$ cat src/hw/ccfc_defines.vh
`ifndef CCFC_DEFINES_VH
`define CCFC_DEFINES_VH
// ***************************************************************
// Register map (byte addresses, Avalon word aligned)
// ***************************************************************
`define CCFC_ADDR_W 4
`define CCFC_OFF_CTRL 4'h0
`define CCFC_OFF_IRQ_STAT 4'h4
`define CCFC_OFF_IRQ_MASK 4'h8
// ***************************************************************
// Control register fields
// ***************************************************************
`define CCFC_SIDL_BIT 13
`define CCFC_TSEL_HI 12
`define CCFC_TSEL_LO 10
`define CCFC_FLTB_EN_BIT 8
`define CCFC_FLTA_EN_BIT 7
`define CCFC_FLTB_ST_BIT 5
`define CCFC_FLTA_ST_BIT 4
`define CCFC_TRIGMODE_BIT 3
`define CCFC_MODE_HI 2
`define CCFC_MODE_LO 0
`define CCFC_CTRL_WMASK 16'h3D8F
`define CCFC_CTRL_RESET 16'h0000
// ***************************************************************
// Clock select codes
// ***************************************************************
`define CCFC_TSEL_T2 3'h0
`define CCFC_TSEL_T3 3'h1
`define CCFC_TSEL_T4 3'h2
`define CCFC_TSEL_T5 3'h3
`define CCFC_TSEL_T1 3'h4
`define CCFC_TSEL_TRIG 3'h5
`define CCFC_TSEL_PERIPH 3'h7
// ***************************************************************
// Interrupt status layout
// ***************************************************************
`define CCFC_IRQ_FLTA 0
`define CCFC_IRQ_FLTB 1
`define CCFC_IRQ_W 2
`endif

$ cat src/hw/ccfc_top.v
// Operation
// [RULE1] Clock select codes pick timers two to five
// [RULE2] Fault enable bits gate their fault pins
// [RULE3] Fault B event sets fault B status
// [RULE4] Fault A event sets fault A status
// [RULE5] Trigger outputs four-seven clock instances one-four
// [RULE6] Fault forces output inactive until cleared, released
//
// The implementer's own choices: the Avalon-MM register port and the register addresses.
`timescale 1ns/100ps
`include "ccfc_defines.vh"
module ccfc_top #(
	parameter INSTANCE = 1
) (
	input wire clk,
	input wire rst,
	input wire [3:0] avs_address,
	input wire avs_read,
	input wire avs_write,
	input wire [31:0] avs_writedata,
	input wire [3:0] avs_byteenable,
	output reg [31:0] avs_readdata,
	output wire avs_waitrequest,
	input wire timer_one_clock,
	input wire timer_two_clock,
	input wire timer_three_clock,
	input wire timer_four_clock,
	input wire timer_five_clock,
	input wire trigger_gen_output_four,
	input wire trigger_gen_output_five,
	input wire trigger_gen_output_six,
	input wire trigger_gen_output_seven,
	input wire fault_a_pin,
	input wire fault_b_pin,
	input wire compare_raw,
	output reg compare_channel,
	output reg time_base_tick,
	output wire [2:0] compare_mode,
	output wire trigger_mode,
	output wire stop_in_idle,
	output wire irq
);
	// ***************************************************************
	// Pin synchronisers
	// ***************************************************************
	wire [10:0] pin_async;
	wire [10:0] sync2_w;
	wire [10:0] rise;
	assign pin_async = {fault_b_pin, fault_a_pin, trigger_gen_output_seven,
		trigger_gen_output_six, trigger_gen_output_five, trigger_gen_output_four,
		timer_five_clock, timer_four_clock, timer_three_clock, timer_two_clock,
		timer_one_clock};
	// Two stages cost two cycles of fault latency; a faster path would
	// need an asynchronous clear of the output, which was not worth it
	genvar gi;
	generate
		for (gi = 0; gi < 11; gi = gi + 1) begin : g_sync
			reg meta_q;
			reg stable_q;
			reg prev_q;
			always @(posedge clk) begin
				if (rst) begin
					meta_q <= 1'b0;
					stable_q <= 1'b0;
					prev_q <= 1'b0;
				end else begin
					meta_q <= pin_async[gi];
					stable_q <= meta_q;
					prev_q <= stable_q;
				end
			end
			assign sync2_w[gi] = stable_q;
			// Both stages reset low like the idle pins, so reset makes no false edge
			assign rise[gi] = stable_q & ~prev_q;
		end
	endgenerate
	wire flt_a_lvl = sync2_w[9];
	wire flt_b_lvl = sync2_w[10];
	// ***************************************************************
	// Registers
	// ***************************************************************
	reg [15:0] ctrl_q;
	reg [`CCFC_IRQ_W-1:0] stat_q;
	reg [`CCFC_IRQ_W-1:0] mask_q;
	reg ack_q;
	// ***************************************************************
	// Bus handshake
	// ***************************************************************
	// A write lands only on the completing edge, never in the wait cycle
	wire req = avs_read | avs_write;
	// One wait cycle per access, so every access completes on the second edge
	assign avs_waitrequest = req & ~ack_q;
	wire acc = req & ack_q;
	wire wr = acc & avs_write;
	wire wr_ctrl = wr & (avs_address == `CCFC_OFF_CTRL);
	wire wr_stat = wr & (avs_address == `CCFC_OFF_IRQ_STAT) & avs_byteenable[0];
	wire wr_mask = wr & (avs_address == `CCFC_OFF_IRQ_MASK) & avs_byteenable[0];
	wire [15:0] be_mask = {{8{avs_byteenable[1]}}, {8{avs_byteenable[0]}}};
	wire [15:0] wmask = be_mask & `CCFC_CTRL_WMASK;
	// ***************************************************************
	// Control register
	// ***************************************************************
	wire fa_en = ctrl_q[`CCFC_FLTA_EN_BIT];
	wire fb_en = ctrl_q[`CCFC_FLTB_EN_BIT];
	wire fa_set = fa_en & flt_a_lvl; // [RULE2]
	wire fb_set = fb_en & flt_b_lvl; // [RULE2]
	reg [15:0] ctrl_d;
	always @* begin
		ctrl_d = ctrl_q;
		if (wr_ctrl) begin
			ctrl_d = (ctrl_q & ~wmask) | (avs_writedata[15:0] & wmask);
			// Status bits take software clears only
			if (avs_byteenable[0] & ~avs_writedata[`CCFC_FLTA_ST_BIT])
				ctrl_d[`CCFC_FLTA_ST_BIT] = 1'b0;
			if (avs_byteenable[0] & ~avs_writedata[`CCFC_FLTB_ST_BIT])
				ctrl_d[`CCFC_FLTB_ST_BIT] = 1'b0;
		end
		// Hardware set wins over a simultaneous software clear
		if (fa_set)
			ctrl_d[`CCFC_FLTA_ST_BIT] = 1'b1; // [RULE4]
		if (fb_set)
			ctrl_d[`CCFC_FLTB_ST_BIT] = 1'b1; // [RULE3]
	end
	always @(posedge clk) begin
		if (rst) begin
			ctrl_q <= `CCFC_CTRL_RESET;
			ack_q <= 1'b0;
		end else begin
			ctrl_q <= ctrl_d;
			ack_q <= req & ~ack_q;
		end
	end
	// ***************************************************************
	// Interrupt status and mask
	// ***************************************************************
	// Only the first set of a fault status is an event, so a fault that
	// stays live does not raise the interrupt again once it is cleared
	wire [`CCFC_IRQ_W-1:0] ev;
	assign ev[`CCFC_IRQ_FLTA] = fa_set & ~ctrl_q[`CCFC_FLTA_ST_BIT];
	assign ev[`CCFC_IRQ_FLTB] = fb_set & ~ctrl_q[`CCFC_FLTB_ST_BIT];
	always @(posedge clk) begin
		if (rst) begin
			stat_q <= {`CCFC_IRQ_W{1'b0}};
			mask_q <= {`CCFC_IRQ_W{1'b0}};
		end else begin
			if (wr_stat) begin
				stat_q <= (stat_q & ~avs_writedata[`CCFC_IRQ_W-1:0]) | ev;
			end else begin
				stat_q <= stat_q | ev;
			end
			if (wr_mask) begin
				mask_q <= avs_writedata[`CCFC_IRQ_W-1:0];
			end
		end
	end
	assign irq = |(stat_q & mask_q);
	// ***************************************************************
	// Read data
	// ***************************************************************
	reg [31:0] rdata_d;
	always @* begin
		case (avs_address)
			`CCFC_OFF_CTRL: rdata_d = {16'h0000, ctrl_q};
			`CCFC_OFF_IRQ_STAT: rdata_d = {{(32-`CCFC_IRQ_W){1'b0}}, stat_q};
			`CCFC_OFF_IRQ_MASK: rdata_d = {{(32-`CCFC_IRQ_W){1'b0}}, mask_q};
			default: rdata_d = 32'h00000000;
		endcase
	end
	// Loaded in the wait cycle, so the word already stands when the access completes
	always @(posedge clk) begin
		if (rst) begin
			avs_readdata <= 32'h00000000;
		end else if (req & ~ack_q & avs_read) begin
			avs_readdata <= rdata_d;
		end
	end
	// ***************************************************************
	// Mode outputs
	// ***************************************************************
	assign compare_mode = ctrl_q[`CCFC_MODE_HI:`CCFC_MODE_LO];
	assign trigger_mode = ctrl_q[`CCFC_TRIGMODE_BIT];
	assign stop_in_idle = ctrl_q[`CCFC_SIDL_BIT];
	// ***************************************************************
	// Time base selection
	// ***************************************************************
	// Each instance listens to its own trigger output; the other three go unused
	reg trig_rise;
	always @* begin
		case (INSTANCE)
			1: trig_rise = rise[5]; // [RULE5]
			2: trig_rise = rise[6]; // [RULE5]
			3: trig_rise = rise[7]; // [RULE5]
			4: trig_rise = rise[8]; // [RULE5]
			default: trig_rise = 1'b0;
		endcase
	end
	reg tick_d;
	always @* begin
		case (ctrl_q[`CCFC_TSEL_HI:`CCFC_TSEL_LO])
			`CCFC_TSEL_T2: tick_d = rise[1]; // [RULE1]
			`CCFC_TSEL_T3: tick_d = rise[2]; // [RULE1]
			`CCFC_TSEL_T4: tick_d = rise[3]; // [RULE1]
			`CCFC_TSEL_T5: tick_d = rise[4]; // [RULE1]
			`CCFC_TSEL_T1: tick_d = rise[0];
			`CCFC_TSEL_TRIG: tick_d = trig_rise; // [RULE5]
			// Peripheral clock: the time base advances on every cycle
			`CCFC_TSEL_PERIPH: tick_d = 1'b1;
			// Code 110 is reserved and gives no ticks
			default: tick_d = 1'b0;
		endcase
	end
	// ***************************************************************
	// Fault blanking of the compare output
	// ***************************************************************
	// Held while a status bit is set or an enabled pin is still active,
	// so clearing the bit during a live fault does not release the output
	wire fault_seen = ctrl_q[`CCFC_FLTA_ST_BIT] | ctrl_q[`CCFC_FLTB_ST_BIT];
	wire fault_live = fa_set | fb_set;
	wire hold = fault_seen | fault_live;
	always @(posedge clk) begin
		if (rst) begin
			compare_channel <= 1'b0;
			time_base_tick <= 1'b0;
		end else begin
			time_base_tick <= tick_d;
			compare_channel <= hold ? 1'b0 : compare_raw; // [RULE6]
		end
	end
endmodule

$ cat config.mk
export PLATFORM = sky130hd
export DESIGN_NAME = ccfc_top
export DESIGN_NICKNAME = d
export VERILOG_FILES = /design/src/hw/ccfc_top.v
export VERILOG_INCLUDE_DIRS = /design/src /design/src/hw
export SDC_FILE = /design/constraint.sdc
export NUM_CORES = 1
export LEC_CHECK = 0
export ABC_AREA = 1
export BUFFER_PORTS_ARGS = -buffer_cell sky130_fd_sc_hd__buf_2
export CORE_MARGIN = 1
export CORE_UTILIZATION = 46
export CTS_BUF_LIST = sky130_fd_sc_hd__clkbuf_4 sky130_fd_sc_hd__clkbuf_8 sky130_fd_sc_hd__clkbuf_16
export CTS_CLUSTER_SIZE = 24
export DETAILED_ROUTE_END_ITERATION = 16
export PLACE_DENSITY = 0.84
export SLEW_MARGIN = 25
export SYNTH_ARGS = -nofsm -noshare
export SYNTH_HDL_FRONTEND = slang
export SYNTH_SLANG_ARGS = --single-unit
$ cat constraint.sdc
create_clock -name clk -period 1.5 [get_ports clk]
set_clock_uncertainty 0.15 [all_clocks]
set_input_delay 0 -clock clk [delete_from_list [all_inputs] [get_ports clk]]
set_output_delay 0 -clock clk [all_outputs]
set_load 0.05 [all_outputs]
==> reports/metrics.cfg <==
[outcome]
status=finished, final reports clean

[cells_and_area]
drive_gt1_share_pct=20.3
area_growth_pct=28.4
diodes=0
fin_util_pct=61.9
fin_area_mm2=0.00271
nNetsFinal=404

[floorplanning]
row_count=24
core_area_mm2=0.00438
die_area_mm2=0.00487
fp.dieW_um=69.8
ios=97
die_h_um=69.8
initial_core_util_pct=48.2

[cts]
cts.sinks=53
htree_levels=2
cts-buffers-inserted=5
cts_tree=done
cts_resized=0
cts_root_buf=clkbuf_8
clockBufferDepth=2
insertion_delay_ps=300
clk_pin_slew_worst_paths_ps=90

[sta]
min_period_ps=1370
rsz0062_at_grt=false
relSlewSlack_pct=60.0
setup_viol=0
drv_slew=0
max_clock_freq_ghz=0.730
hold_viol_final=0
whs_ps=7.96
tightest_slew_ps=599
tns_ps=0
finalWorstSetupSlack_ps=130
period_share_pct=91.3

[worst_setup_path]
reg2reg_depth=6
path_common_cell=nor2_1
path_cells=dlygate4sd3_1 > buf_2 > nor2_4 > nand2_4 > nor2_8 > inv_1 > nor2_1 > nor2_1
cp.buffers_inverters=3
crit_type=primary input to flip-flop
rrSetupSlack_ps=170
endpoint_kind=flip-flop
crit_fanout=10
slowest_stage=dlygate4sd3_1
critPathArrivalTime_ps=1420
critPathMaxStageDelay_ps=530
cp.required_ps=1550
startpoint_type=primary input
cp-startpoint=avs_address[0]
r2r_start=ack_q$_SDFF_PP0_
path_delay_family=buffers and inverters

[synthesis]
avgSynthCellArea_um2=7.74
netlist_area_mm2=0.00211
synth_mux_area_share_pct=0
synth_compound_area_share_pct=12.6
yosysWarningCount=0
synth_area_leaders=dfxtp_1 (50%), buf_4 (8.2%), nor2_1 (7.8%)
ys_ff_latch=53
synth_adder_area_share_pct=0
seq_area_frac_synth_pct=50.2
syn_inst=273
synth-main-ff-cell=dfxtp_1
synth_simple_gate_area_share_pct=20.4
synth_edf_count=0
synth_top_cell_by_area=dfxtp_1
synth_cell_types=24
async_flop_share_pct=0
synth_top_area_share_pct=50.2
synth-xor-area-share_pct=0
synth_top_family_by_area=simple AND/OR/NAND/NOR gates

[power]
pwr-share-comb_pct=14.4
swShare_pct=25.5
seq_power_share_pct=48.9
internal_power_w=0.00224
ir_worst_vdd_mv=0.830
powerDensity_mw_per_mm2=1110
switching_power_w=0.000767
leakage_nw=1.32
pwr-share-clk_pct=36.6

[route]
vias_per_cell=4.51
drt_iter0_markers=85
routedWlPerCell_um=10.3
first_pass_iters=4
ant_nets=0
drt-total-wl_um=4150
drcViolationCount=0
vias=1808

[placement]
dp_hpwl_um=2670
place_congestion=0.751
io_buffer_count=51
pre_cts_slack_ps=202
placed_area_mm2=0.00231

[min_path]
hp-class=primary input to flip-flop
worstHoldPathCells=5
holdPathEnd=mask_q[0]$_SDFFE_PP0P_
min-delay-start=avs_address[2]

[global_route]
gr-usage-met1_pct=22.1
top_usage_layer=met2
gr-usage-met3_pct=4.94
grt_pass1_vias=1683
grt_max_degree=31
use_met2_pct=31.9
track_usage_pct=18.4
grt-ovfl-total=0
antenna_found_initial=0
grt_pass1_wl_um=7180

[job]
maxCapViolCount=0

==> area by class of cell <==
class	instances	area [um^2]
Clock buffer	5	68.8
Clock inverter	3	65.1
Fill cell	382	1670
Inverter	39	146
Multi-Input combinational cell	169	772
Sequential cell	53	1060
Tap cell	52	65.1
Timing Repair Buffer	80	536
==> logic make-up after synthesis <==
family / Yosys count
AO/OA/AOI/OAI: 52
buffers and inverters: 70
flip-flops: 53
other: 1
AND/OR/NAND/NOR: 97
==> power by group through the flow <==
stage / clock network, W / logic, W / registers, W
5_1_grt: 0.00119 / 0.000466 / 0.00148
3_5_place_dp: 0 / 0.000378 / 0.00151
3_3_place_gp: 0 / 0.000372 / 0.00151
6_report: 0.00110 / 0.000434 / 0.00147
2_1_floorplan: 0 / 0.000258 / 0.00158
4_1_cts: 0.00113 / 0.000428 / 0.00147
==> worst register-to-register path: cells and delay by family (launching register included) <==
| kind | cells | cell delay [ps] |
|---|---|---|
| flip-flops | 1 | 380 |
| AO/OA/AOI/OAI | 1 | 100 |
| buffers and inverters | 1 | 80 |
| AND/OR/NAND/NOR | 4 | 570 |
==> worst max-delay path by stage <==
stage                           end  slack, ps  depth (start not counted)
after floorplan           flip-flop        340                          7
after global placement    flip-flop        230                          7
after detailed placement  flip-flop        200                          7
after CTS                 flip-flop         70                          8
after global routing      flip-flop          2                          8
final                     flip-flop        130                          8
==> layout by cell type (no fill, tap or decap), types with 2 or more instances in the layout <==
cell type      count
a21oi_1           22
buf_2             51
buf_4              4
bufinv_16          2
clkbuf_8           5
conb_1            20
dfxtp_1           53
dlygate4sd3_1     25
inv_1             38
nand2_1           28
nand3_1           10
nor2_1            44
nor2_2             3
nor3_1             6
o21ai_0           26
o21ai_1            2
==> repair_timing <==
action | in CTS | in global routing
endpoints found under the hold margin | 26 | 0
hold buffers | 25 | 0
buffers inserted | 0 | 2
setup endpoints to repair | 0 | 3
==> per-layer routing <==
layer / routed length, um / share of wire, % / vias up
met5: 0 / 0 / -
met4: 50 / 1.2 / 0
met3: 251 / 6.0 / 6
met2: 2030 / 49 / 66
met1: 1820 / 44 / 784
li1: - / - / 952
==> metrics by stage <==
step	instances	power, W
2_1_floorplan	292	0.00183
6_report	401	0.00301
3_5_place_dp	366	0.00188
4_1_cts	399	0.00303
5_1_grt	401	0.00314
3_3_place_gp	366	0.00188
==> cells in the mapped netlist (2+ instances only) <==
| cell | number |
|---|---|
| buf_2 | 2 |
| nor3_1 | 6 |
| dfxtp_1 | 53 |
| nand2_1 | 28 |
| inv_1 | 38 |
| nor2_1 | 44 |
| o21ai_0 | 26 |
| buf_4 | 23 |
| nand3_1 | 10 |
| clkbuf_1 | 5 |
| a21oi_1 | 22 |
| nor2_2 | 3 |
| o21ai_1 | 2 |
No activity file was read; power rests on OpenSTA's default activity.
